**src/verilog/scar_consts.vh**
```
// Register offsets, field positions, reset values and codes of the status/command bank
`ifndef SCAR_CONSTS_VH
`define SCAR_CONSTS_VH

// Byte addresses on the serial interface (low byte, high byte = +1)
`define SCAR_ADDR_DIAG        7'h3C
`define SCAR_ADDR_CMD_LO      7'h3E
`define SCAR_ADDR_CMD_HI      7'h3F
`define SCAR_ADDR_ALARM       7'h44
`define SCAR_ADDR_PEAK        7'h4A

// Reset values
`define SCAR_DIAG_RST         16'h0000
`define SCAR_ALARM_RST        16'h0000
`define SCAR_PEAK_RST         16'h0000

// Serial frame layout
`define SCAR_FRAME_BITS       16
`define SCAR_FRAME_WRITE_BIT  15
`define SCAR_ESCAPE_CODE      16'h00E8

// Diagnostic flag word bits
`define SCAR_DG_SUP_LOW       0
`define SCAR_DG_SUP_HIGH      1
`define SCAR_DG_FLASH_UPD     2
`define SCAR_DG_SPI_FAIL      3
`define SCAR_DG_ESCAPE        4
`define SCAR_DG_SELFTEST      5
`define SCAR_DG_FLASH_SUM     6
`define SCAR_DG_READY         7
`define SCAR_DG_SPEC_ALM1     10
`define SCAR_DG_SPEC_ALM2     13
`define SCAR_DG_SYS_ALM       14

// Global command word bits
`define SCAR_CMD_AUTONULL     0
`define SCAR_CMD_POWER_DOWN   1
`define SCAR_CMD_SELF_TEST    2
`define SCAR_CMD_FACTORY      3
`define SCAR_CMD_CLR_DIAG     4
`define SCAR_CMD_FLASH_TEST   5
`define SCAR_CMD_SAVE_REGS    6
`define SCAR_CMD_SW_RESET     7
`define SCAR_CMD_CLR_RECORDS  8
`define SCAR_CMD_ERASE_BANDS  9
`define SCAR_CMD_BUF_PTR_CLR  10
`define SCAR_CMD_REC_TOGGLE   11
`define SCAR_CMD_SAVE_BANDS   12
`define SCAR_CMD_LOAD_RECORD  13
`define SCAR_CMD_LOAD_BANDS   14
`define SCAR_CMD_CLR_NULL     15
// Commands finished inside this bank in one cycle
`define SCAR_CMD_LOCAL_MASK   16'h0812

// Alarm configuration bits
`define SCAR_CFG_LATCH        7
`define SCAR_CFG_NO_AUTOCLR   12

// Alarm status word fields
`define SCAR_ALM_FLAGS_LSB    4
`define SCAR_ALM_FLAGS_W      12
`define SCAR_ALM_BAND_W       3

`endif

```
**src/verilog/scar_spi.v**
```verilog
// Serial slave front end: pin synchronisers, 16-bit framing, shift-out and frame checks
`timescale 1ns/1ps
`default_nettype none
`include "scar_consts.vh"
module scar_spi (
    // Clock and reset
    input  wire        clk,
    input  wire        nrst,
    // Pins
    input  wire        cs_n_pin,
    input  wire        sclk_pin,
    input  wire        mosi_pin,
    output reg         miso,
    output wire        miso_oe,
    // Word side
    input  wire [15:0] tx_word,
    output reg  [15:0] rx_word,
    output reg         rx_valid,
    output reg         frame_err,
    output wire        cs_fall
);
    reg  [2:0]  sync1_reg;
    reg  [2:0]  sync2_reg;
    reg  [2:0]  prev_reg;
    reg  [3:0]  bit_cnt_reg;
    reg  [15:0] shift_in_reg;
    reg  [15:0] shift_out_reg;
    wire        cs_n;
    wire        sclk;
    wire        sclk_rise;
    wire        sclk_fall;
    wire        cs_rise;

    assign cs_n      = sync2_reg[2];
    assign sclk      = sync2_reg[1];
    assign sclk_rise = sclk & ~prev_reg[1] & ~cs_n;
    assign sclk_fall = ~sclk & prev_reg[1] & ~cs_n;
    assign cs_fall   = ~cs_n & prev_reg[2];
    assign cs_rise   = cs_n & ~prev_reg[2];
    assign miso_oe   = ~cs_n;

    // Edges are taken from the second stage only
    always @(posedge clk or negedge nrst) begin
        if (!nrst) begin
            sync1_reg <= 3'h7;
            sync2_reg <= 3'h7;
            prev_reg  <= 3'h7;
        end else begin
            sync1_reg <= {cs_n_pin, sclk_pin, mosi_pin};
            sync2_reg <= sync1_reg;
            prev_reg  <= sync2_reg;
        end
    end

    always @(posedge clk or negedge nrst) begin
        if (!nrst) begin
            bit_cnt_reg   <= 4'h0;
            shift_in_reg  <= 16'h0000;
            shift_out_reg <= 16'h0000;
            rx_word       <= 16'h0000;
            rx_valid      <= 1'b0;
            frame_err     <= 1'b0;
            miso          <= 1'b0;
        end else begin
            rx_valid  <= 1'b0;
            frame_err <= 1'b0;
            if (cs_fall) begin
                bit_cnt_reg   <= 4'h0;
                shift_out_reg <= {tx_word[14:0], 1'b0};
                miso          <= tx_word[15];
            end else if (sclk_rise) begin
                shift_in_reg <= {shift_in_reg[14:0], sync2_reg[0]};
                bit_cnt_reg  <= bit_cnt_reg + 4'h1;
                if (bit_cnt_reg == 4'hF) begin
                    rx_word  <= {shift_in_reg[14:0], sync2_reg[0]};
                    rx_valid <= 1'b1;
                end
            end else if (sclk_fall) begin
                // Reload at each word boundary so frames may run back to back
                if (bit_cnt_reg == 4'h0) begin
                    miso          <= tx_word[15];
                    shift_out_reg <= {tx_word[14:0], 1'b0};
                end else begin
                    miso          <= shift_out_reg[15];
                    shift_out_reg <= {shift_out_reg[14:0], 1'b0};
                end
            end
            if (cs_rise && bit_cnt_reg != 4'h0) begin
                frame_err <= 1'b1;
            end
        end
    end
endmodule
`default_nettype wire

```
**src/verilog/scar_regs.v**
```verilog
// Status, global command and alarm result register bank behind the serial port
//
// What this block does
// - Diagnostic bit 7 shows one when data ready, zero while busy.
// - Diagnostic bit 6 set on flash checksum error, zero otherwise.
// - Command bit 2 runs self test; failure sets diagnostic bit 5.
// - Escape frame 0x00E8 sets diagnostic bit 4; next good recording clears it.
// - Diagnostic bit 3 set when a frame's clock count is not multiple of 16.
// - Diagnostic bit 1 set while supply is above 3.625 V.
// - Diagnostic bit 0 set while supply is below 2.975 V.
// - Diagnostic bit 14 set when system alarm threshold is crossed.
// - Spectral alarm 2 in bit 13, alarm 1 in bit 10; 8,9,11,12 reserved.
// - Host writes one to start a process; bit clears itself when done.
// - Command bit 0 runs autonull; bit 15 clears autonull correction.
// - Bits 14,13,12,9 load bands, load record, save bands, erase bands.
// - Command bit 11 toggles recording on and off.
// - Command bit 10 resets the buffer pointer to zero.
// - Bit 8 clears records, bit 7 software reset, bit 6 saves registers.
// - Command bit 5 runs the flash checksum test.
// - Command bit 4 clears the diagnostic flag word once.
// - Command bit 3 restores factory settings and empties capture buffers.
// - Command bit 1 sleeps; chip select toggle or timer wakes.
// - Alarm status bits 4..15 hold alarm 1/2 per band 1..6.
// - Alarm status bits 2:0 hold the most critical band number.
// - Alarm peak register holds the peak bin magnitude.
// - With latch option on, error flags hold until clear command.
// - Alarm status flags clear on read unless auto-clear is disabled.
`timescale 1ns/1ps
`default_nettype none
`include "scar_consts.vh"
module scar_regs (
    // Clock and reset
    input  wire        CLK_IN,
    input  wire        NRST_IN,
    // Serial pins
    input  wire        CS_N_IN,
    input  wire        SCLK_IN,
    input  wire        MOSI_IN,
    output wire        MISO_OUT,
    output wire        MISO_OE_OUT,
    // Core status
    input  wire        DATA_READY_IN,
    input  wire        SUPPLY_HIGH_IN,
    input  wire        SUPPLY_LOW_IN,
    input  wire        SYS_ALARM_IN,
    input  wire        FLASH_UPD_FAIL_IN,
    input  wire        REC_SUCCESS_IN,
    input  wire [15:0] ALARM_CONFIG_IN,
    // Test results
    input  wire        SELFTEST_DONE_IN,
    input  wire        SELFTEST_FAIL_IN,
    input  wire        FLASH_TEST_DONE_IN,
    input  wire        FLASH_TEST_FAIL_IN,
    // Alarm results
    input  wire        ALARM_UPDATE_IN,
    input  wire [11:0] ALARM_FLAGS_IN,
    input  wire [2:0]  ALARM_BAND_IN,
    input  wire [15:0] ALARM_PEAK_IN,
    // Command handshake
    output wire [15:0] CMD_REQ_OUT,
    input  wire [15:0] CMD_DONE_IN,
    output reg         RECORDING_OUT,
    output reg         SLEEP_OUT,
    input  wire        TIMER_WAKE_IN
);
    wire [15:0] rx_word;
    wire        rx_valid;
    wire        frame_err;
    wire        cs_fall;
    wire        is_write;
    wire [6:0]  addr;
    wire [7:0]  wdata;
    wire        escape_seen;
    wire        rd_alarm;
    wire        wr_cmd_lo;
    wire        wr_cmd_hi;
    wire        latch_on;
    wire        clr_diag;
    wire        spec_alm1;
    wire        spec_alm2;
    wire [5:0]  band_alm1;
    wire [5:0]  band_alm2;
    wire [15:0] cmd_set;
    wire [15:0] cmd_local;
    reg  [15:0] diag_word;
    reg  [15:0] cmd_pend_reg;
    reg  [15:0] cmd_pend_next;
    reg  [15:0] tx_reg;
    reg  [15:0] rd_mux;
    reg  [15:0] alarm_reg;
    reg  [15:0] alarm_next;
    reg  [15:0] peak_reg;
    reg         sup_low_reg;
    reg         sup_high_reg;
    reg         sys_alm_reg;
    reg         flash_upd_reg;
    reg         spi_fail_reg;
    reg         escape_reg;
    reg         selftest_reg;
    reg         flash_sum_reg;
    reg         ready_reg;
    reg         sup_low_next;
    reg         sup_high_next;
    reg         sys_alm_next;
    reg         flash_upd_next;
    reg         spi_fail_next;
    reg         escape_next;
    reg         selftest_next;
    reg         flash_sum_next;

    scar_spi u_spi (
        .clk       (CLK_IN),
        .nrst      (NRST_IN),
        .cs_n_pin  (CS_N_IN),
        .sclk_pin  (SCLK_IN),
        .mosi_pin  (MOSI_IN),
        .miso      (MISO_OUT),
        .miso_oe   (MISO_OE_OUT),
        .tx_word   (tx_reg),
        .rx_word   (rx_word),
        .rx_valid  (rx_valid),
        .frame_err (frame_err),
        .cs_fall   (cs_fall)
    );

    // Frame decode: write frames carry one byte, read frames name an address
    assign is_write    = rx_word[`SCAR_FRAME_WRITE_BIT];
    assign addr        = rx_word[14:8];
    assign wdata       = rx_word[7:0];
    assign escape_seen = rx_valid & (rx_word == `SCAR_ESCAPE_CODE);
    assign rd_alarm    = rx_valid & ~is_write & ({addr[6:1], 1'b0} == `SCAR_ADDR_ALARM);
    assign wr_cmd_lo   = rx_valid & is_write & (addr == `SCAR_ADDR_CMD_LO);
    assign wr_cmd_hi   = rx_valid & is_write & (addr == `SCAR_ADDR_CMD_HI);
    assign cmd_set     = {(wr_cmd_hi ? wdata : 8'h00), (wr_cmd_lo ? wdata : 8'h00)};
    assign cmd_local   = `SCAR_CMD_LOCAL_MASK;

    // Core-run processes are requested until the core reports them done
    assign CMD_REQ_OUT = cmd_pend_reg & ~cmd_local;
    assign clr_diag    = cmd_pend_reg[`SCAR_CMD_CLR_DIAG];
    assign latch_on    = ALARM_CONFIG_IN[`SCAR_CFG_LATCH];

    // Command bits self-clear: locally on the next cycle, else on the core's done
    always @* begin
        cmd_pend_next = cmd_pend_reg & ~cmd_local;
        cmd_pend_next = cmd_pend_next & ~CMD_DONE_IN;
        cmd_pend_next = cmd_pend_next | cmd_set;
    end

    always @(posedge CLK_IN or negedge NRST_IN) begin
        if (!NRST_IN) begin
            cmd_pend_reg <= 16'h0000;
        end else begin
            cmd_pend_reg <= cmd_pend_next;
        end
    end

    // Recording toggle and sleep control
    always @(posedge CLK_IN or negedge NRST_IN) begin
        if (!NRST_IN) begin
            RECORDING_OUT <= 1'b0;
            SLEEP_OUT     <= 1'b0;
        end else begin
            if (cmd_pend_reg[`SCAR_CMD_REC_TOGGLE]) begin
                RECORDING_OUT <= ~RECORDING_OUT;
            end
            // Wake wins over a sleep request arriving the same cycle
            if (cs_fall || TIMER_WAKE_IN) begin
                SLEEP_OUT <= 1'b0;
            end else if (cmd_pend_reg[`SCAR_CMD_POWER_DOWN]) begin
                SLEEP_OUT <= 1'b1;
            end
        end
    end

    // Diagnostic flags; a set in the clearing cycle always survives
    always @* begin
        // Level sources follow the core unless latched
        sup_low_next  = SUPPLY_LOW_IN | (latch_on & ~clr_diag & sup_low_reg);
        sup_high_next = SUPPLY_HIGH_IN | (latch_on & ~clr_diag & sup_high_reg);
        sys_alm_next  = SYS_ALARM_IN | (latch_on & ~clr_diag & sys_alm_reg);
        // Event sources are sticky until the clear command; escape also drops on a good recording
        flash_upd_next = FLASH_UPD_FAIL_IN | (~clr_diag & flash_upd_reg);
        spi_fail_next  = frame_err | (~clr_diag & spi_fail_reg);
        escape_next    = escape_reg & ~clr_diag & ~REC_SUCCESS_IN;
        if (escape_seen) begin
            escape_next = 1'b1;
        end
        // Test results are rewritten by each test; latch keeps a failure
        selftest_next = selftest_reg & ~clr_diag;
        if (SELFTEST_DONE_IN) begin
            selftest_next = SELFTEST_FAIL_IN | (latch_on & selftest_next);
        end
        flash_sum_next = flash_sum_reg & ~clr_diag;
        if (FLASH_TEST_DONE_IN) begin
            flash_sum_next = FLASH_TEST_FAIL_IN | (latch_on & flash_sum_next);
        end
    end

    always @(posedge CLK_IN or negedge NRST_IN) begin
        if (!NRST_IN) begin
            sup_low_reg   <= 1'b0;
            sup_high_reg  <= 1'b0;
            sys_alm_reg   <= 1'b0;
            flash_upd_reg <= 1'b0;
            spi_fail_reg  <= 1'b0;
            escape_reg    <= 1'b0;
            selftest_reg  <= 1'b0;
            flash_sum_reg <= 1'b0;
            ready_reg     <= 1'b0;
        end else begin
            sup_low_reg   <= sup_low_next;
            sup_high_reg  <= sup_high_next;
            sys_alm_reg   <= sys_alm_next;
            flash_upd_reg <= flash_upd_next;
            spi_fail_reg  <= spi_fail_next;
            escape_reg    <= escape_next;
            selftest_reg  <= selftest_next;
            flash_sum_reg <= flash_sum_next;
            ready_reg     <= DATA_READY_IN;
        end
    end

    // Spectral alarm summaries: any band raising that alarm
    genvar band;
    generate
        for (band = 0; band < 6; band = band + 1) begin : g_band
            assign band_alm1[band] = alarm_reg[`SCAR_ALM_FLAGS_LSB + 2 * band];
            assign band_alm2[band] = alarm_reg[`SCAR_ALM_FLAGS_LSB + 2 * band + 1];
        end
    endgenerate
    assign spec_alm1 = |band_alm1;
    assign spec_alm2 = |band_alm2;

    // Reserved and unused diagnostic bits read as zero
    always @* begin
        diag_word                     = 16'h0000;
        diag_word[`SCAR_DG_SUP_LOW]   = sup_low_reg;
        diag_word[`SCAR_DG_SUP_HIGH]  = sup_high_reg;
        diag_word[`SCAR_DG_FLASH_UPD] = flash_upd_reg;
        diag_word[`SCAR_DG_SPI_FAIL]  = spi_fail_reg;
        diag_word[`SCAR_DG_ESCAPE]    = escape_reg;
        diag_word[`SCAR_DG_SELFTEST]  = selftest_reg;
        diag_word[`SCAR_DG_FLASH_SUM] = flash_sum_reg;
        diag_word[`SCAR_DG_READY]     = ready_reg;
        diag_word[`SCAR_DG_SPEC_ALM1] = spec_alm1;
        diag_word[`SCAR_DG_SPEC_ALM2] = spec_alm2;
        diag_word[`SCAR_DG_SYS_ALM]   = sys_alm_reg;
    end

    // Alarm results; an update in the read cycle is kept, not lost
    always @* begin
        alarm_next = alarm_reg;
        if (rd_alarm && !ALARM_CONFIG_IN[`SCAR_CFG_NO_AUTOCLR]) begin
            alarm_next[15:4] = 12'h000;
        end
        if (ALARM_UPDATE_IN) begin
            alarm_next[15:4] = alarm_next[15:4] | ALARM_FLAGS_IN;
            alarm_next[2:0]  = ALARM_BAND_IN;
        end
        alarm_next[3] = 1'b0;
    end

    always @(posedge CLK_IN or negedge NRST_IN) begin
        if (!NRST_IN) begin
            alarm_reg <= `SCAR_ALARM_RST;
            peak_reg  <= `SCAR_PEAK_RST;
        end else begin
            alarm_reg <= alarm_next;
            if (ALARM_UPDATE_IN) begin
                peak_reg <= ALARM_PEAK_IN;
            end
        end
    end

    // Read data for the next frame; command word reads as zero
    always @* begin
        case ({addr[6:1], 1'b0})
            `SCAR_ADDR_DIAG:   rd_mux = diag_word;
            `SCAR_ADDR_ALARM:  rd_mux = alarm_reg;
            `SCAR_ADDR_PEAK:   rd_mux = peak_reg;
            default:           rd_mux = 16'h0000;
        endcase
    end

    // Reply is captured at the read frame, before any clear-on-read takes effect
    always @(posedge CLK_IN or negedge NRST_IN) begin
        if (!NRST_IN) begin
            tx_reg <= 16'h0000;
        end else if (rx_valid && !is_write) begin
            tx_reg <= rd_mux;
        end
    end
endmodule
`default_nettype wire

```
**config.mk**
```make
export PLATFORM = sky130hd
export DESIGN_NAME = scar_regs
export DESIGN_NICKNAME = d
export VERILOG_FILES = /design/src/verilog/scar_spi.v /design/src/verilog/scar_regs.v
export VERILOG_INCLUDE_DIRS = /design/src /design/src/verilog
export SDC_FILE = /design/constraint.sdc
export NUM_CORES = 1
export LEC_CHECK = 0
export ABC_AREA = 1
export BUFFER_PORTS_ARGS = -buffer_cell sky130_fd_sc_hd__buf_2
export CAP_MARGIN = 15
export CORE_MARGIN = 4
export CORE_UTILIZATION = 55
export CTS_CLUSTER_DIAMETER = 120
export CTS_CLUSTER_SIZE = 28
export DETAILED_ROUTE_END_ITERATION = 12
export GPL_TIMING_DRIVEN = 0
export PLACE_DENSITY = 0.78
export SYNTH_ARGS = -nofsm -noshare
export SYNTH_HDL_FRONTEND = slang
export SYNTH_HIERARCHICAL = 1
export SYNTH_SLANG_ARGS = --single-unit
```
**constraint.sdc**
```tcl
create_clock -name CLK_IN -period 1.6 [get_ports CLK_IN]
set_input_delay 0.16 -clock CLK_IN [delete_from_list [all_inputs] [get_ports CLK_IN]]
set_output_delay 0.16 -clock CLK_IN [all_outputs]
set_load 0.01 [all_outputs]
```
# Word level (Yosys, flattened, before mapping)
# Index checks and enable logic that the tools add are counted.
# classes
addsub,1
multipliers,0
div_mod_pow,0
order_cmp,0
n_eq_ne,8
shifts,0
mux,24
bitwise_logic,44
reduce_logical,16
# ops
operator,count
2-to-1 mux 16 bit,4
case mux 16 bit (3 select lines),1
bitwise AND 1 bit,24
2-to-1 mux 12 bit,2
bitwise AND 16 bit,1
== test 16 x 8 -> 1 bit (second input constant),1
2-to-1 mux 8 bit,2
inverter 16 bit,1
OR 16 bit,1
== test 7 x 6 -> 1 bit (second input constant),2
2-to-1 mux 1 bit,13
== test 6 bit (second input constant),2
OR 12 bit,1
OR reduction 6 bit,2
inverter 1 bit,9
2-to-1 mux 4 bit,2
OR 1 bit,7
== test 6 x 5 -> 1 bit (second input constant),1
nonzero test 2 bit,3
adder 4 x 1 -> 4 bit (second input constant),1
== test 4 bit (second input constant),1
logical NOT 4 bit,1
AND reduction 2 bit,2
nonzero test 4 bit,1
other kinds (5),8
# totals
register_bits,137
latchBits,0
ramBits,0
rom_bits,0
input_bits,80
output_inout_bits,20
mem_count,0

# Logic depth before layout (Yosys ltp)
# Gate-level depths: netlist of run 1.
# logic_depth
ltp_word,7
ltp_mapped,8
ltp_nobuf,7

# By module
# The synthesis of run 1 kept the hierarchy.
# by_module_without_submodules
mod,n_inst,cells_each,area_per_inst_um2
scar_regs,1,372,3334.4
scar_spi,1,296,2606.2

# Worst setup path before layout of run 1
# No wires, ideal clock.
# synth_timing
path_kind,register to register
from,register u_spi.sync2_reg[2]
to,register u_spi.shift_out_reg[10]
setup_ns,0.117
t_arrival_ns,1.126
t_required_ns,1.483
path_slack_ns,0.356
path_stages_with_launch,7
n_path_buf,1
synth_period_minus_slack_ns,1.244
cell_sequence,dfstp_2 inv_2 nand2_4 buf_2 nand3_1 nand3_1 nand2_1
# synth_between
elab_chain_cells,4
# synth_rtl
element,line,text
start: declaration,scar_spi.v:23,reg [2:0] sync2_reg;
start signal: assignment,scar_spi.v:50,sync2_reg <= sync1_reg;
inverter 1 bit (*),-,
via MISO_OE_OUT,scar_regs.v:40,"output wire MISO_OE_OUT,"
bitwise AND 1 bit (on tied branches),"scar_spi.v:38, scar_spi.v:36, scar_spi.v:37",
!= test 2 bit (no source line) / nonzero test 2 bit (equally long branches),-,
AND reduction 2 bit (no source line),-,
end signal: assignment,scar_spi.v:69,"shift_out_reg <= {tx_word[14:0], 1'b0};"
end signal: assignment,scar_spi.v:82,"shift_out_reg <= {tx_word[14:0], 1'b0};"
end signal: assignment,scar_spi.v:85,"shift_out_reg <= {shift_out_reg[14:0], 1'b0};"
end: declaration,scar_spi.v:27,reg [15:0] shift_out_reg;
# Mark *: on every way through the listed nets, which the timed path passes. The rest lies on a longest branch.
# A chain may end at the register's enable or synchronous reset.

# Worst setup path after layout of run 1
# layout_timing
from,register u_spi.sync2_reg[2]
to,output MISO_OE_OUT
# layout_between
elab_chain_cells,1
# layout_rtl
element,line,text
inverter 1 bit,scar_spi.v:40,assign miso_oe = ~cs_n;
end: declaration,scar_regs.v:40,
# Every way passes these cells.

==> flow_summary.yaml, run 1 <==
clock_tree:
  clk_pin_slew_ns: 0.06
  clk_latency_ns: 0.54
  cts_resized: 0
  clock_path_buffers: 2
  cts.sinks: 135
  cts_buffers: 17
  root_buffer: "clkbuf_8"
  cts_tree: "done"
  h-tree-depth: 4
placement:
  dp_hpwl_mm: 8.96
  portBuffers: 78
  routabilityCongestion: 0.823
floorplanning:
  core_area_um2: 10400
  die_w_um: 112
  die-area_um2: 12500
  start_util: 0.570
  ioPinCount: 100
  die_y_um: 112
  fp-row-count: 37
timing:
  tightest_slew_ns: 0.619
  period_needed_ns: 1.49
  max_slew_margin: 0.588
  whs_ns: -0.0483
  hold_viol: 1
  tns_ns: 0
  setup_violations: 0
  clock_skew_ns: 0.00967
  fin_crit_sh: 0.931
  clock.fmax_mhz: 671
  rsz0062_at_grt: "no"
  drv_slew: 0
setup_path:
  crit_family: "flip-flops"
  crit_fanout: 5
  critPathKind: "reg -> out"
  cpPeakStageDelay_ns: 0.59
  timing.critical_path.buf_inv: 2
  startpoint_type: "register"
  critPathRequiredTime_ns: 1.44
  slowest_stage: "dfstp_2"
  arrival_ns: 1.33
  worst_setup_path_end_kind: "output pin"
  path_cells: "inv_2 -> buf_2"
logic_synthesis:
  synthDistinctLibCells: 31
  yosysTopAreaCell: "dfrtp_1"
  synthTopCellsByArea: "dfrtp_1, nand2_1, nand3_1"
  syn_avg_cell_area_um2: 8.89
  synthCells: 668
  synth_edf_count: 0
  ys_warn_count: 6
  ys.flop_type: "dfrtp_1"
  async_flop_share: 1.00
  synthesis.area_um2: 5940
  yosysSeqAreaShare: 0.570
  ys_ff_latch: 135
  synth_top_area_share: 0.535
power_and_ir_drop:
  ir_worst_vdd_mv: 0.862
  p_per_area_nw_per_um2: 1050
  switchingPower_uw: 1910
  switching_share: 0.234
  p_int_uw: 6260
  power_uw: 8170
  combPwrFrac: 0.084
  p_leak_uw: 0.00385
  clkPwrFrac: 0.465
  sequentialPowerShare: 0.451
route:
  highest_layer: "met4"
  ant_nets: 0
  met1Wirelength_mm: 6.03
  route.met2.wl_mm: 7.42
  drc_errors: 0
  routed_wl_mm: 14.7
  dr.pass1.iters: 5
  vias: 5088
  wire_per_inst_um: 15.0
  route.met3.wl_um: 873
  drt_iter0_drc: 378
  vias_per_cell: 5.19
global_route:
  track_usage: 0.246
  grt_start_max_net_pins: 69
  antenna_found_initial: 0
  grt_overflow: 0
  grt_pass1_vias: 5181
  grt_pass1_wl_mm: 24.8
run_status:
  violations: "hold timing"
  outcome: "complete, but fails checks"
run:
  maxCapViolations: 0
cells_and_area:
  drive_gt1_frac: 0.219
  n_antenna_cell: 0
  syn2layout_area_growth_pct: 30.5
  utilization: 0.744
  nNetsFinal: 913
worst_hold_path:
  min_path_type: "in -> reg"
-- timing repair --
item	in CTS	in global routing
setup buffers	0	0
endpoints found under the setup margin	0	2
hold buffers	65	0
endpoints found under the hold margin	121	0
-- cell usage after synthesis, types with 3 or more instances --
library cell	instances
nand2_1	195
dfrtp_1	127
inv_1	87
nand3_1	81
nor2_1	27
o21ai_0	26
buf_4	19
o21ai_1	19
mux2_2	13
o22ai_1	13
buf_2	10
dfstp_2	8
buf_6	7
nand2_2	5
inv_2	4
a31o_2	3
nand2_4	3
nand3b_1	3
-- worst reg2reg max path, delay by kind of cell, from the launching register on --
kind | cells | cell delay, ns
simple gates | 4 | 0.42
buf+inv | 2 | 0.32
fa+ha+maj | 1 | 0.21
flops | 1 | 0.42
-- cells by family (layout without fill, tap and decap cells) --
group | Yosys count | after routing | synth area share
adder cells (fa/ha/maj) | 2 | 2 | 0.00421
AO/OA/AOI/OAI | 65 | 65 | 0.0611
multiplexers | 13 | 13 | 0.0246
XOR/XNOR | 2 | 2 | 0.00295
AND/OR/NAND/NOR | 321 | 321 | 0.232
other | 1 | 3 | 0.000631
flip-flops | 135 | 135 | 0.570
buffers and inverters | 129 | 303 | 0.104
-- final timing paths --
check | slack [ns] | cells past startpoint | start | endpoint
max in group asynchronous | 0.65 | 3 | NRST_IN | u_spi/sync1_reg[1]
max reg2reg | 0.14 | 7 | u_spi/bit_cnt_reg[0] | u_spi/shift_out_reg[6]
min reg2reg | 0.36 | 0 | u_spi/sync1_reg[0] | u_spi/sync2_reg[0]
min | -0.05 | 4 | SELFTEST_DONE_IN | selftest_reg
max | 0.11 | 2 | u_spi/sync2_reg[2] | MISO_OE_OUT
min in group asynchronous | 0.18 | 2 | NRST_IN | u_spi/shift_in_reg[1]
-- cell usage in the layout, fill, tap and decap left out, types with 6 or more instances in the layout --
| cell type | instances |
|---|---|
| o21ai_0 | 26 |
| buf_6 | 8 |
| mux2_2 | 13 |
| dfstp_2 | 8 |
| nor2_1 | 27 |
| o22ai_1 | 13 |
| nand2_1 | 195 |
| buf_2 | 87 |
| clkbuf_16 | 16 |
| dfrtp_1 | 127 |
| nand3_1 | 81 |
| clkinvlp_4 | 6 |
| buf_4 | 19 |
| inv_1 | 87 |
| o21ai_1 | 19 |
| dlygate4sd3_1 | 63 |
-- stage by stage --
| stage | setup slack, ns | instances | area, um2 |
|---|---|---|---|
| 4_1_cts | 0.0529 | 982 | 7770 |
| 3_3_place_gp | -1.32 | 884 | 6510 |
| 6_report | 0.110 | 980 | 7750 |
| 5_1_grt | 0.00413 | 980 | 7750 |
| 2_1_floorplan | 0.356 | 670 | 5950 |
| 3_5_place_dp | 0.176 | 885 | 6540 |
-- per-layer routing --
| layer | up-vias | global-route usage |
|---|---|---|
| met1 | 2428 | 0.311 |
| met5 | - | 0 |
| met2 | 204 | 0.410 |
| met4 | 0 | 0.107 |
| li1 | 2418 | - |
| met3 | 38 | 0.0549 |
-- power by group through the flow --
stage / combinational [uW] / clock [uW] / sequential [uW]
2_1_floorplan: 314 / 0 / 3710
3_3_place_gp: 516 / 0 / 3730
3_5_place_dp: 542 / 0 / 3740
4_1_cts: 679 / 3840 / 3680
5_1_grt: 768 / 4020 / 3700
6_report: 683 / 3800 / 3690
-- cell type report --
| class | count | area (um2) |
|---|---|---|
| fillers | 707 | 2670 |
| clock inverters | 14 | 160 |
| multi-input cells | 406 | 1940 |
| flip-flops and latches | 135 | 3390 |
| repair buffers | 142 | 1050 |
| plain buffers | 38 | 279 |
| well taps | 136 | 170 |
| clock buffers | 18 | 418 |
| inverters | 91 | 342 |
Power figures use the tool's default switching activity.
==> run 2: changes to the inputs <==
==> constraint.sdc (replaced) <==
create_clock -name CLK_IN -period 1.7 [get_ports CLK_IN]
set_input_delay 0.17 -clock CLK_IN [delete_from_list [all_inputs] [get_ports CLK_IN]]
set_output_delay 0.17 -clock CLK_IN [all_outputs]
set_load 0.01 [all_outputs]
==> flow_summary.yaml, run 2 (synthesized netlist as in run 1, its figures left out) <==
timing:
  hold_viol: 0
  rsz0062_at_grt: "no"
  setup_violations: 0
  clock_skew_ns: 0.00966
  clock.fmax_mhz: 606
  drv_slew: 0
  worst_slack_ns: 0.0504
  period_needed_ns: 1.65
  max_slew_margin: 0.587
  fin_crit_sh: 0.970
  tightest_slew_ns: 0.619
setup_path:
  reg2reg_from: "cmd_pend_reg[4]"
  path_cells: "dlygate4sd3_1 -> buf_2 -> nand2_1 -> dlygate4sd3_1 -> nand2_1 -> dlygate4sd3_1"
  cpPeakStageDelay_ns: 0.56
  endpoint: "flash_sum_reg"
  ff2ff_setup_slack_ns: 0.20
  rr_endpoint: "flash_sum_reg"
  critPathKind: "in -> reg"
  critPathRequiredTime_ns: 2.11
  crit_top_cell: "dlygate4sd3_1"
  crit_fanout: 1
  ff2ff_path_depth: 4
  crit_path_start: "FLASH_TEST_FAIL_IN"
  arrival_ns: 2.06
  slowest_stage: "dlygate4sd3_1"
  worst_setup_path_end_kind: "register"
  startpoint_type: "input pin"
route:
  routed_wl_mm: 14.8
  ant_nets: 0
  drt_iter0_drc: 401
  drc_errors: 0
  vias_per_cell: 5.18
  vias: 5086
  wire_per_inst_um: 15.0
  dr.pass1.iters: 5
power_and_ir_drop:
  p_leak_uw: 0.00385
  clkPwrFrac: 0.464
  combPwrFrac: 0.085
  switchingPower_uw: 1800
  switching_share: 0.233
  sequentialPowerShare: 0.451
  ir_worst_vdd_mv: 0.814
  p_int_uw: 5900
  p_per_area_nw_per_um2: 991
global_route:
  grtUsageMet2: 0.410
  grt_util_met3: 0.0549
  top_usage_layer: "met2"
  grt_overflow: 0
  track_usage: 0.246
  grt_pass1_wl_mm: 24.8
  grt_pass1_vias: 5181
  antenna_found_initial: 0
  grt_start_max_net_pins: 69
  gr-usage-met1: 0.311
floorplanning:
  start_util: 0.570
  ioPinCount: 100
  fp-row-count: 37
  die_y_um: 112
  die_w_um: 112
  die-area_um2: 12500
  core_area_um2: 10400
cells_and_area:
  design_area_um2: 7770
  syn2layout_area_growth_pct: 30.8
  final_common_cell: "nand2_1"
  drive_gt1_frac: 0.219
  final_cell_mix: "nand2_1, dfrtp_1, inv_1, buf_2, nand3_1"
  final_cells: 982
  nNetsFinal: 915
  n_antenna_cell: 0
  num-fill-cells: 705
clock_tree:
  clk_latency_ns: 0.53
  cts_buffers: 17
  h-tree-depth: 4
  clk_pin_slew_ns: 0.06
  clock_path_buffers: 2
  cts.sinks: 135
  root_buffer: "clkbuf_8"
  cts_tree: "done"
  cts_setup_buffers: 0
worst_hold_path:
  min_path_cells: 2
  min_path_type: "in -> reg"
placement:
  place_worst_setup_slack_ns: 0.276
  placed_cell_area_um2: 6540
  dpl.cell_count: 885
  portBuffers: 78
  routabilityCongestion: 0.823
  dp_hpwl_mm: 8.96
run:
  maxCapViolations: 0
run_status:
  outcome: "complete, no violations"
[run 2: changes by cell type in the layout (fill, tap and decap cells not counted)]
cell           change
dlygate4sd3_1      +2
[run 2: through the flow]
step / util / hold slack, ns / setup TNS [ns] / power (uW)
3_5_place_dp: 0.628 / 0.209 / 0 / 4030
2_1_floorplan: - / -0.126 / 0 / 3790
5_1_grt: 0.746 / 0.0817 / 0 / 8000
4_1_cts: 0.746 / 0.0577 / 0 / 7720
3_3_place_gp: 0.625 / 0.274 / -159.36 / 4000
6_report: 0.746 / 0.0881 / 0 / 7700
[run 2: worst min path at each step]
stage	endpoint	start	slack (ns)
floorplan	RECORDING_OUT	NRST_IN	-0.13
global placement	u_spi/sync1_reg[0]	MOSI_IN	0.27
detailed placement	u_spi/shift_in_reg[1]	NRST_IN	0.21
CTS	peak_reg[0]	ALARM_UPDATE_IN	0.06
global route	alarm_reg[1]	ALARM_UPDATE_IN	0.08
finish	alarm_reg[1]	ALARM_UPDATE_IN	0.09
[run 2: per-layer routing]
layer	wire, um	part of all wire	up-vias
li1	-	-	2423
met1	6100	0.41	2436
met2	7420	0.50	185
met3	839	0.057	42
met4	394	0.027	0
met5	0	0	-
[run 2: timing repair]
item                                   4_1_cts  5_1_grt
gates resized for setup                      0        0
hold buffers                                65        0
endpoints found under the hold margin      121        0
[run 2: critical path, delay by kind of cell]
family                 cells  cell delay [ns]
AND/OR/NAND/NOR            2             0.11
buffers and inverters      4             1.77
[run 2: area by class of cell]
| cell class | count | area, um2 | share of cell area |
|---|---|---|---|
| buffer | 38 | 279 | 0.0359 |
| clock buffer | 18 | 418 | 0.0538 |
| clock inverter | 14 | 160 | 0.0206 |
| inverter | 91 | 342 | 0.0440 |
| multi-input combinational | 406 | 1940 | 0.250 |
| sequential | 135 | 3390 | 0.436 |
| tap | 136 | 170 | 0.0219 |
| timing repair buffer | 144 | 1070 | 0.138 |
[run 2: power by group through the flow]
stage / registers, uW / logic [uW] / clock network [uW]
global placement: 3510 / 485 / 0
detailed placement: 3520 / 511 / 0
finish: 3470 / 652 / 3570
CTS: 3470 / 639 / 3620
floorplan: 3490 / 296 / 0
global route: 3480 / 731 / 3790
